$ cat src/psi_pkg.sv
// Package: offsets, field positions, reset values and timing counts
package psi_pkg;
    // Port addresses
    localparam logic [7:0] PSI_ADDR_GIM  = 8'h20;
    localparam logic [7:0] PSI_ADDR_EIM  = 8'h21;
    localparam logic [7:0] PSI_ADDR_PSC  = 8'hff;
    // Status/control field positions
    localparam int PSC_RUN      = 0;
    localparam int PSC_RSVD     = 1;
    localparam int PSC_IE_SENSE = 2;
    localparam int PSC_SUSPEND  = 3;
    localparam int PSC_POR      = 4;
    localparam int PSC_BUSRST   = 5;
    localparam int PSC_WDOG     = 6;
    localparam int PSC_PENDING  = 7;
    // Reset value and write masks
    localparam logic [7:0] PSC_RESET_VAL = 8'h11;
    localparam logic [7:0] GIM_WMASK     = 8'h77;
    localparam logic [7:0] EIM_WMASK     = 8'h1f;
    // Source indices, lowest index is highest priority
    localparam int SRC_BUSRST = 0;
    localparam int SRC_T128   = 1;
    localparam int SRC_T1024  = 2;
    localparam int SRC_EP0    = 3;
    localparam int SRC_DAC    = 8;
    localparam int SRC_GPIO   = 9;
    localparam int SRC_I2C    = 10;
    localparam int SRC_NUM    = 11;
    // Bus reset timing: single-ended zero of at least 12 us
    localparam int SE0_MIN_NS  = 12000;
    localparam int CLK_NS      = 10;
    localparam int SE0_CYCLES  = (SE0_MIN_NS + CLK_NS - 1) / CLK_NS;
    typedef enum logic [1:0] {PSI_RUN, PSI_SUSP, PSI_HALT} psi_mode_t;
endpackage

$ cat src/psi_src_pend.sv
// Per-source pending flip-flops with priority pick
`timescale 1ns/1ns
module psi_src_pend
    import psi_pkg::*;
#(
    parameter int N = SRC_NUM
) (
    // Clock and reset
    input  wire logic         clk_in,
    input  wire logic         rstn_in,
    // Events and masks
    input  wire logic [N-1:0] event_in,
    input  wire logic [N-1:0] enable_in,
    input  wire logic         ack_in,
    // Status
    output logic [N-1:0]      pending_out,
    output logic              request_out,
    output logic [3:0]        vector_out
);
    if (N < 1 || N > 15) begin : g_bad_n
        $error("psi_src_pend: N out of range");
    end

    typedef struct packed {
        logic [N-1:0] pend;
    } psi_sp_t;

    psi_sp_t st;
    psi_sp_t next_st;
    logic [N-1:0] req;
    logic [3:0]   sel;

    assign req = st.pend & enable_in;

    always_comb begin
        sel = 4'h0;
        for (int i = N - 1; i >= 0; i--) begin
            if (req[i]) sel = 4'(i);
        end
    end

    always_comb begin
        next_st = st;
        for (int i = 0; i < N; i++) begin
            if (ack_in && |req && sel == 4'(i)) next_st.pend[i] = 1'b0;
            if (event_in[i]) next_st.pend[i] = 1'b1;
        end
    end

    always_ff @(posedge clk_in or negedge rstn_in) begin
        if (!rstn_in) begin
            st <= '0;
        end else begin
            st <= next_st;
        end
    end

    assign pending_out = st.pend;
    assign request_out = |req;
    assign vector_out  = sel + 4'h1;
endmodule // psi_src_pend

$ cat src/psi_core.sv
// Processor status/control and interrupt enable registers
`timescale 1ns/1ns
module psi_core
    import psi_pkg::*;
#(
    parameter int SE0_CNT = SE0_CYCLES
) (
    // Clock and power-on reset
    input  wire logic       clk_in,
    input  wire logic       rstn_in,
    // Watchdog reset pulse from the timer
    input  wire logic       watchdog_cause_in,
    // Port instruction access
    input  wire logic       port_write_instruction_in,
    input  wire logic       port_read_in,
    input  wire logic [7:0] port_addr_in,
    input  wire logic [7:0] port_wdata_in,
    output logic [7:0]      port_rdata_out,
    // Core instructions
    input  wire logic       irq_off_instruction_in,
    input  wire logic       irq_on_instruction_in,
    input  wire logic       irq_return_instruction_in,
    input  wire logic       stop_instruction_in,
    input  wire logic       instr_end_in,
    // Upstream USB lines, asynchronous
    input  wire logic       usb_dp_in,
    input  wire logic       usb_dm_in,
    input  wire logic       bus_activity_in,
    // Interrupt event pulses
    input  wire logic       tick_128us_in,
    input  wire logic       tick_1024us_in,
    input  wire logic [4:0] endpoint_event_in,
    input  wire logic       dac_event_in,
    input  wire logic       gpio_event_in,
    input  wire logic       i2c_event_in,
    // Core control
    output logic            run_out,
    output logic            suspend_out,
    output logic            irq_call_out,
    output logic [3:0]      irq_vector_out,
    output logic            bus_reset_out
);
    if (SE0_CNT < 1 || SE0_CNT > 65535) begin : g_bad_se0
        $error("psi_core: bad SE0_CNT");
    end

    typedef struct packed {
        logic [7:0]  psc;
        logic [7:0]  gim;
        logic [7:0]  eim;
        psi_mode_t   mode;
        logic [1:0]  dp_sync;
        logic [1:0]  dm_sync;
        logic [1:0]  act_sync;
        logic [15:0] se0_cnt;
        logic        se0_seen;
        logic        bus_irq;
        logic        call;
        logic [3:0]  vec;
        logic [7:0]  rdata;
    } psi_st_t;

    psi_st_t st;
    psi_st_t next_st;

    logic [SRC_NUM-1:0] events;
    logic [SRC_NUM-1:0] enables;
    logic [SRC_NUM-1:0] pend;
    logic               req;
    logic [3:0]         vec;
    logic               se0;
    logic               active;
    logic               take;

    function automatic logic hit(input logic [7:0] a);
        return port_write_instruction_in && port_addr_in == a;
    endfunction

    assign se0 = !st.dp_sync[1] && !st.dm_sync[1];
    assign active = st.act_sync[1] || se0;

    assign events = {i2c_event_in, gpio_event_in, dac_event_in,
                     endpoint_event_in, tick_1024us_in, tick_128us_in,
                     st.bus_irq};
    assign enables = {st.gim[6], st.gim[5], st.gim[4], st.eim[4:0],
                      st.gim[2], st.gim[1], st.gim[0]};

    assign take = st.psc[PSC_IE_SENSE] && req && instr_end_in
                  && st.mode == PSI_RUN;

    psi_src_pend #(
        .N (SRC_NUM)
    ) u_pend (
        .clk_in      (clk_in),
        .rstn_in     (rstn_in),
        .event_in    (events),
        .enable_in   (enables),
        .ack_in      (take),
        .pending_out (pend),
        .request_out (req),
        .vector_out  (vec)
    );

    always_comb begin
        next_st = st;
        next_st.dp_sync  = {st.dp_sync[0], usb_dp_in};
        next_st.dm_sync  = {st.dm_sync[0], usb_dm_in};
        next_st.act_sync = {st.act_sync[0], bus_activity_in};
        next_st.call     = 1'b0;
        next_st.bus_irq  = 1'b0;

        if (se0) begin
            if (st.se0_cnt < 16'(SE0_CNT)) next_st.se0_cnt = st.se0_cnt + 16'h1;
            else next_st.se0_seen = 1'b1;
        end else begin
            next_st.se0_cnt  = '0;
            next_st.se0_seen = 1'b0;
            next_st.bus_irq  = st.se0_seen;
        end

        // Firmware writes to enables
        // cleared by the watchdog cause below and by reset
        if (hit(PSI_ADDR_GIM)) next_st.gim = port_wdata_in & GIM_WMASK;
        if (hit(PSI_ADDR_EIM)) next_st.eim = port_wdata_in & EIM_WMASK;

        if (hit(PSI_ADDR_PSC)) begin
            next_st.psc[PSC_RUN]  = port_wdata_in[PSC_RUN];
            next_st.psc[PSC_RSVD] = port_wdata_in[PSC_RSVD];
            next_st.psc[PSC_POR]    = port_wdata_in[PSC_POR];
            next_st.psc[PSC_BUSRST] = port_wdata_in[PSC_BUSRST];
            next_st.psc[PSC_WDOG]   = port_wdata_in[PSC_WDOG];
            if (port_wdata_in[PSC_SUSPEND] && !active) begin
                next_st.psc[PSC_SUSPEND] = 1'b1;
                next_st.mode = PSI_SUSP;
            end else begin
                next_st.psc[PSC_SUSPEND] = 1'b0;
            end
        end

        if (irq_on_instruction_in || irq_return_instruction_in)
            next_st.psc[PSC_IE_SENSE] = 1'b1;
        if (irq_off_instruction_in)
            next_st.psc[PSC_IE_SENSE] = 1'b0;

        if (take) begin
            next_st.psc[PSC_IE_SENSE] = 1'b0;
            next_st.call = 1'b1;
            next_st.vec  = vec;
        end

        if (st.mode == PSI_SUSP && (req || active)) begin
            next_st.mode = PSI_RUN;
            next_st.psc[PSC_SUSPEND] = 1'b0;
        end

        next_st.psc[PSC_PENDING] = |pend;

        if (stop_instruction_in && st.mode == PSI_RUN) begin
            next_st.psc  = '0;
            next_st.mode = PSI_HALT;
        end

        if (watchdog_cause_in) begin
            next_st.psc = {1'b0, 1'b1, st.psc[PSC_BUSRST], st.psc[PSC_POR],
                           4'h1};
            next_st.gim  = '0;
            next_st.eim  = '0;
            next_st.mode = PSI_RUN;
            next_st.call = 1'b0;
        end

        // record bus reset, set wins over clears
        if (se0 && st.se0_cnt == 16'(SE0_CNT - 1))
            next_st.psc[PSC_BUSRST] = 1'b1;

        next_st.rdata = 8'h00;
        if (port_read_in) begin
            case (port_addr_in)
                PSI_ADDR_GIM: next_st.rdata = st.gim;
                PSI_ADDR_EIM: next_st.rdata = st.eim;
                PSI_ADDR_PSC: next_st.rdata = st.psc;
                default:      next_st.rdata = 8'h00;
            endcase
        end
    end

    always_ff @(posedge clk_in or negedge rstn_in) begin
        if (!rstn_in) begin
            st      <= '0;
            st.psc  <= PSC_RESET_VAL;
            st.mode <= PSI_RUN;
            st.dp_sync <= 2'h3;
            st.dm_sync <= 2'h3;
        end else begin
            st <= next_st;
        end
    end

    assign port_rdata_out = st.rdata;
    assign run_out        = st.mode == PSI_RUN;
    assign suspend_out    = st.mode == PSI_SUSP;
    assign irq_call_out   = st.call;
    assign irq_vector_out = st.vec;
    assign bus_reset_out  = st.bus_irq;
endmodule // psi_core

$ cat config.mk
export PLATFORM = sky130hd
export DESIGN_NAME = psi_core
export DESIGN_NICKNAME = d
export VERILOG_FILES = /design/src/psi_pkg.sv /design/src/psi_src_pend.sv /design/src/psi_core.sv
export SDC_FILE = /design/constraint.sdc
export NUM_CORES = 1
export LEC_CHECK = 0
export BUFFER_PORTS_ARGS = -buffer_cell sky130_fd_sc_hd__clkbuf_2
export CORE_MARGIN = 5
export CORE_UTILIZATION = 30
export CTS_CLUSTER_SIZE = 10
export DETAILED_ROUTE_END_ITERATION = 12
export GPL_TIMING_DRIVEN = 0
export PLACE_DENSITY = 0.55
export SYNTH_ARGS = -nofsm -noshare
export SYNTH_HDL_FRONTEND = slang
export SYNTH_HIERARCHICAL = 1
export SYNTH_SLANG_ARGS = --single-unit
$ cat constraint.sdc
create_clock -name clk_in -period 2.46 [get_ports clk_in]
set_input_delay 0.246 -clock clk_in [delete_from_list [all_inputs] [get_ports clk_in]]
set_output_delay 0.246 -clock clk_in [all_outputs]
set_load 0.05 [all_outputs]
== Word-level counts from Yosys, hierarchy flattened ==
Index checks and enable logic that the tools add are counted.

* Flip-flop bits (word level): 74
* Bits of input ports: 39
* Output and inout port bits: 16
* Word-level logic and storage cells: 164

* $add $sub $neg: 2
* $lt $le $gt $ge: 1
* Equality and inequality tests: 18
* Multiplexer cells: 57
* Bitwise logic cells: 2
* Reduce and logical (&&, ||, !) cells: 55

{| class="wikitable"
|+ Operator list
! operator !! number
|-
| two-way mux 4 bit || 12
|-
| two-way mux 8 bit || 4
|-
| two-way mux 1 bit || 31
|-
| nonzero test 2 bit || 14
|-
| two-way mux 26 bit || 1
|-
| one-hot mux 8 bit (3 select lines) || 1
|-
| logical AND 1 bit || 23
|-
| OR reduction 11 bit || 2
|-
| two-way mux 17 bit || 1
|-
| adder 16 x 1 -> 16 bit (second input constant) || 1
|-
| == test 16 x 11 -> 1 bit (second input constant) || 1
|-
| == test 4 x 3 -> 1 bit (second input constant) || 4
|-
| == test 8 x 6 -> 1 bit (second input constant) || 2
|-
| less-than comparator 16 x 11 -> 1 bit (second input constant) || 1
|-
| two-way mux 16 bit || 1
|-
| == test 4 bit (second input constant) || 3
|-
| bitwise AND 11 bit || 1
|-
| two-way mux 2 bit || 5
|-
| == test 4 x 2 -> 1 bit (second input constant) || 2
|-
| == test 8 bit (second input constant) || 1
|-
| nonzero test 4 bit || 2
|-
| AND reduction 2 bit || 3
|-
| nonzero test 3 bit || 2
|-
| two-way mux 5 bit || 1
|-
| other kinds (11) || 16
|}

== Depth between registers and ports, before layout ==
* Depth after elaboration: 16
* Depth in mapped cells: 10
* Depth with buffers taken out: 10

== By module ==
The synthesis kept the hierarchy.

{| class="wikitable"
|+ Modules (own cells, without submodules)
! module !! instances !! cells an instance !! area each (um^2) !! sequential area each (um^2)
|-
| psi_core || 1 || 258 || 2645.0 || 1458.9
|-
| psi_src_pend || 1 || 80 || 716.9 || 275.3
|}

== Worst setup path before layout ==
No wires, ideal clock.

* Path type: reg-to-reg
* Start: register st[37] (netlist name)
* End: register u_pend.st, in the netlist u_pend/pending_out[10]
* Setup time: 0.132 ns
* Arrival time: 2.206 ns
* Path slack: 0.122 ns
* Stages on the path, launching flop included: 7
* Buffers on the path: 0
* Clock period less this slack: 2.338 ns
* Cell sequence: dfrtp_1 > nor2_1 > nand4_1 > inv_1 > inv_1 > nor4_4 > a31oi_1

* Cells in the longest elaborated chain, start to end: 5

{| class="wikitable"
|+ RTL lines
! item !! line !! RTL
|-
| start, declared || psi_core.sv:63 || <nowiki>psi_st_t st;</nowiki>
|-
| start signal, assigned || psi_core.sv:195 || <nowiki>st <= next_st;</nowiki>
|-
| zero test 2 bit || - ||
|-
| via run_out || psi_core.sv:37 || <nowiki>output logic run_out,</nowiki>
|-
| logical AND 1 bit || psi_core.sv:89 || <nowiki>&& st.mode == PSI_RUN;</nowiki>
|-
| via take || psi_core.sv:73 || <nowiki>logic take;</nowiki>
|-
| logical AND 1 bit (2 in a row) || psi_src_pend.sv:45 || <nowiki>if (ack_in && |req && sel == 4'(i)) next_st.pend[i] = 1'b0;</nowiki>
|-
| nonzero test 2 bit (no line) || - ||
|-
| end signal, assigned || psi_src_pend.sv:54 || <nowiki>st <= next_st;</nowiki>
|-
| end, declared || psi_src_pend.sv:28 || <nowiki>psi_sp_t st;</nowiki>
|}

The timed path passes the listed nets, and every way through them passes these cells.
A chain may end at the register's enable or synchronous reset.

== Worst setup path in the final report ==
* Start: register u_pend.st, in the netlist u_pend/pending_out[5]
* End: register st, in the netlist irq_vector_out[2]

* Cells in the longest elaborated chain, start to end: 8

{| class="wikitable"
|+ RTL lines
! item !! line !! RTL
|-
| bitwise AND 11 bit || psi_src_pend.sv:33 || <nowiki>assign req = st.pend & enable_in;</nowiki>
|-
| two-way mux 4 bit (6 in a row) || psi_src_pend.sv:38 || <nowiki>if (req[i]) sel = 4'(i);</nowiki>
|-
| adder 4 x 1 -> 4 bit || psi_src_pend.sv:60 || <nowiki>assign vector_out = sel + 4'h1;</nowiki>
|-
| via vec[2] || psi_core.sv:70 || <nowiki>logic [3:0] vec;</nowiki>
|}

The timed path passes the listed nets, and every way through them passes these cells.

==> reports/qor.json <==
{
  "die_area": {"value": 13400, "unit": "um^2"},
  "net-switching-power": {"value": 0.000594, "unit": "W"},
  "register_share_of_total_power": {"value": 44.9, "unit": "%"},
  "synthesis.area_per_instance": {"value": 9.95, "unit": "um^2"},
  "hold_path.class": {"value": "input pin to flop"},
  "met3_usage": {"value": 2.61, "unit": "%"},
  "timing.critical_path.from": {"value": "u_pend/pending_out[5]$_DFFE_PN0P_"},
  "powerDensity": {"value": 620, "unit": "nW/um^2"},
  "pre_cts_ws": {"value": 117, "unit": "ps"},
  "post_synth_instance_area": {"value": 3360, "unit": "um^2"},
  "fp-row-count": {"value": 38},
  "total_nets_after_synthesis": {"value": 382},
  "worstPathCellList": {"value": "nand2_1, a32o_1, a31oi_1, o211ai_1, inv_1, ha_1, xor2_1, mux2_2"},
  "dpl_cell_area": {"value": 3820, "unit": "um^2"},
  "drtPass1Iterations": {"value": 4},
  "slew_violations": {"value": 0},
  "io_buffers": {"value": 52},
  "setup_total_negative_slack": {"value": 0, "unit": "ps"},
  "antenna-diode-count": {"value": 0},
  "synth.ff_latch_count": {"value": 69},
  "power_report.internal_total": {"value": 0.00199, "unit": "W"},
  "final.setup_skew": {"value": 13.5, "unit": "ps"},
  "crit_path_end_kind": {"value": "flop"},
  "clkPwrFrac": {"value": 50.1, "unit": "%"},
  "routed_via_density": {"value": 4.95},
  "gr-usage-all-layers": {"value": 13.1, "unit": "%"},
  "layout_setup_ws": {"value": 181, "unit": "ps"},
  "synth.distinct_cells": {"value": 57},
  "rr_startpoint": {"value": "u_pend/pending_out[5]$_DFFE_PN0P_"},
  "worst-path-max-fanout": {"value": 5},
  "drc_errors": {"value": 0},
  "vias_in_the_first_global_route": {"value": 2734},
  "cts_tree": {"value": "done"},
  "starting_density_of_the_core": {"value": 30.7, "unit": "%"},
  "detail_route.iter0.violations": {"value": 147},
  "post_cts_resize_count": {"value": 0},
  "tightestPinTransition": {"value": 676, "unit": "ps"},
  "synth_async_sr_flop_share": {"value": 100, "unit": "%"},
  "met2_capacity_usage_during_global_routing": {"value": 21.7, "unit": "%"},
  "outcome": {"value": "finished, final reports clean"},
  "place_hpwl": {"value": 6260, "unit": "um"},
  "rr_worst_depth": {"value": 8},
  "critical_path.startpoint_type": {"value": "flop"},
  "cap_viol_max_count": {"value": 0},
  "share_of_layout_cells_above_drive_strength_1": {"value": 27.6, "unit": "%"},
  "proportion_of_power_drawn_by_combinational_gates": {"value": 5.0, "unit": "%"},
  "worst_ep_arrival_time": {"value": 2490, "unit": "ps"},
  "die_h": {"value": 116, "unit": "um"},
  "die_w": {"value": 116, "unit": "um"},
  "relSlewSlack": {"value": 54.7, "unit": "%"},
  "yosys_warnings": {"value": 6},
  "timing.critical_path.required": {"value": 2670, "unit": "ps"},
  "busiest_layer": {"value": "met2"},
  "finalCriticalPeriod": {"value": 2280, "unit": "ps"},
  "unrepaired_setup_endpoints_after_global_routing": {"value": "false"},
  "worstHoldEndpoint": {"value": "next_st[32]$_DFF_PN0_"},
  "fin_util": {"value": 38.2, "unit": "%"},
  "worst_ir_drop_vdd": {"value": 0.265, "unit": "mV"},
  "cts_max_level": {"value": 3},
  "clock_insertion_delay_worst_skew": {"value": 340, "unit": "ps"},
  "timing.setup.critical_path_class": {"value": "flop to flop"},
  "synth-edff-count": {"value": 0},
  "drtAntennaViolNets": {"value": 0},
  "clock.fmax": {"value": 439, "unit": "MHz"},
  "antenna_found_initial": {"value": 0},
  "worst-r2r-setup-slack": {"value": 180, "unit": "ps"},
  "grt_pass1_wl": {"value": 13600, "unit": "um"},
  "grt_util_met1": {"value": 16.6, "unit": "%"},
  "syn-instance-count": {"value": 338},
  "core_region_area": {"value": 10900, "unit": "um^2"},
  "clock_root_buffer_master": {"value": "sky130_fd_sc_hd__clkbuf_16"},
  "power.switching_fraction": {"value": 23.0, "unit": "%"},
  "clkSinkCount": {"value": 69},
  "critical-path-max-stage-delay": {"value": 510, "unit": "ps"},
  "detail_route.wl_per_cell": {"value": 15.0, "unit": "um"},
  "post-route-period-util": {"value": 92.6, "unit": "%"},
  "grt_max_degree": {"value": 42},
  "globalRoute.totalOverflow": {"value": 0},
  "slowest_stage": {"value": "sky130_fd_sc_hd__o211ai_1"},
  "hold_depth": {"value": 1},
  "fin_area": {"value": 4170, "unit": "um^2"},
  "worst_setup_hold_path_clk_slew": {"value": 60, "unit": "ps"},
  "ys.flop_type": {"value": "sky130_fd_sc_hd__dfrtp_1"},
  "timing.final.hold_violations": {"value": 0},
  "rr_endpoint": {"value": "irq_vector_out[2]$_DFFE_PN0P_"},
  "cts_made_buffers": {"value": 9},
  "top_ports": {"value": 55},
  "seq_area_frac_synth": {"value": 51.6, "unit": "%"},
  "critical_path.n_buffers_inverters": {"value": 1},
  "timing.critical_path.max_delay_family": {"value": "compound AO/OA/AOI/OAI gates"},
  "clockBufferDepth": {"value": 2},
  "holdCritStartpoint": {"value": "bus_activity_in"},
  "areaGrowthSynthToFinish": {"value": 24.1, "unit": "%"},
  "routed-via-count": {"value": 2739},
  "final-setup-viol-count": {"value": 0},
  "leakage": {"value": 1.91, "unit": "nW"},
  "totalWireLength": {"value": 8280, "unit": "um"},
  "gp_congestion": {"value": 0.863},
  "final_nets": {"value": 452}
}
## timing repair
action / in CTS / in global routing
hold endpoints to repair: 25 / 0
hold buffers: 3 / 0
endpoints found under the setup margin: 0 / 7
buffers inserted: 0 / 3
## worst max path at each step
stage / endpoint / slack [ps] / cells past startpoint
after floorplan: u_pend/pending_out[10]$_DFFE_PN0P_ / 120 / 6
after global placement: u_pend/pending_out[7]$_DFFE_PN0P_ / 140 / 10
after detailed placement: u_pend/pending_out[10]$_DFFE_PN0P_ / 120 / 9
after CTS: u_pend/pending_out[9]$_DFFE_PN0P_ / 100 / 9
after global routing: irq_vector_out[2]$_DFFE_PN0P_ / 70 / 8
final: irq_vector_out[2]$_DFFE_PN0P_ / 180 / 8
## placed cells by master, fill, tap and decap left out, types with 3 or more instances in the layout
cell,n
sky130_fd_sc_hd__dfrtp_1,63
sky130_fd_sc_hd__clkbuf_2,51
sky130_fd_sc_hd__nand2_1,45
sky130_fd_sc_hd__nor2_1,25
sky130_fd_sc_hd__a21oi_1,25
sky130_fd_sc_hd__nand3_1,25
sky130_fd_sc_hd__buf_4,15
sky130_fd_sc_hd__inv_1,14
sky130_fd_sc_hd__a21o_1,9
sky130_fd_sc_hd__clkbuf_16,9
sky130_fd_sc_hd__nand4_1,7
sky130_fd_sc_hd__a22oi_1,7
sky130_fd_sc_hd__clkbuf_1,7
sky130_fd_sc_hd__a31oi_1,7
sky130_fd_sc_hd__dfstp_2,6
sky130_fd_sc_hd__nor2b_1,5
sky130_fd_sc_hd__and2_1,5
sky130_fd_sc_hd__nor3_1,5
sky130_fd_sc_hd__ha_1,5
sky130_fd_sc_hd__o21ai_0,4
sky130_fd_sc_hd__mux2i_1,4
sky130_fd_sc_hd__mux2_2,4
sky130_fd_sc_hd__or3_1,3
sky130_fd_sc_hd__buf_2,3
sky130_fd_sc_hd__and3_1,3
sky130_fd_sc_hd__nor4_1,3
sky130_fd_sc_hd__o21bai_1,3
sky130_fd_sc_hd__dlygate4sd3_1,3
## registers in the layout (all words and copies together) (netlist names)
register            flops
st                     30
enables                11
u_pend/pending_out     11
port_rdata_out          8
irq_vector_out          4
next_st                 3
bus_reset_out           1
irq_call_out            1
## synthesized netlist by cell type (6+ instances only)
library cell / instances / area, um^2
sky130_fd_sc_hd__buf_4: 12 / 90.1
sky130_fd_sc_hd__a22oi_1: 7 / 52.6
sky130_fd_sc_hd__inv_1: 14 / 52.6
sky130_fd_sc_hd__dfrtp_1: 63 / 1580
sky130_fd_sc_hd__clkbuf_1: 6 / 22.5
sky130_fd_sc_hd__nand4_1: 7 / 43.8
sky130_fd_sc_hd__a21o_1: 9 / 67.6
sky130_fd_sc_hd__dfstp_2: 6 / 158
sky130_fd_sc_hd__a21oi_1: 25 / 125
sky130_fd_sc_hd__nor2_1: 25 / 93.8
sky130_fd_sc_hd__nand2_1: 45 / 169
sky130_fd_sc_hd__nand3_1: 25 / 125
sky130_fd_sc_hd__a31oi_1: 7 / 43.8
## cells by family (layout without fill, tap and decap cells)
logic type / count (synthesis) / in the layout / share of synthesized area [%]
and+or+nand+nor: 145 / 145 / 22.9
AOI/OAI and AO/OA: 72 / 72 / 14.9
DFF: 69 / 69 / 51.6
buffers and inverters: 36 / 111 / 5.47
muxes: 8 / 8 / 2.53
adders and majority gates: 5 / 5 / 1.86
xor gates and xnor gates: 3 / 3 / 0.782
## stage by stage
step	hold slack, ps	instances	total power (W)
after global placement	333	530	0.00131
after detailed placement	237	531	0.00131
after CTS	14.1	550	0.00262
after global routing	18.9	553	0.00268
final	24.4	553	0.00259
after floorplan	-49.6	338	0.00123
## final cells by class
| class | count | area (um^2) |
|---|---|---|
| Buffer | 22 | 131 |
| Clock buffer | 10 | 229 |
| Clock inverter | 6 | 71.3 |
| Fill cell | 1110 | 6760 |
| Inverter | 14 | 52.6 |
| Multi-Input combinational cell | 233 | 1440 |
| Sequential cell | 69 | 1730 |
| Tap cell | 140 | 175 |
| Timing Repair Buffer | 59 | 335 |
## power by group through the flow
stage / Sequential (W) / Clock (W) / Combinational (W)
after floorplan: 0.00118 / 0 / 0.0000497
after global placement: 0.00118 / 0 / 0.000124
after detailed placement: 0.00118 / 0 / 0.000130
after CTS: 0.00116 / 0.00132 / 0.000134
after global routing: 0.00116 / 0.00136 / 0.000149
final: 0.00116 / 0.00129 / 0.000130
## per-layer routing
layer,wire length [um],share of wire [%]
met5,0,0
met4,178,2.1
met3,373,4.5
met2,4110,50
met1,3610,44
Note: power is estimated with default switching activity, not from simulation.
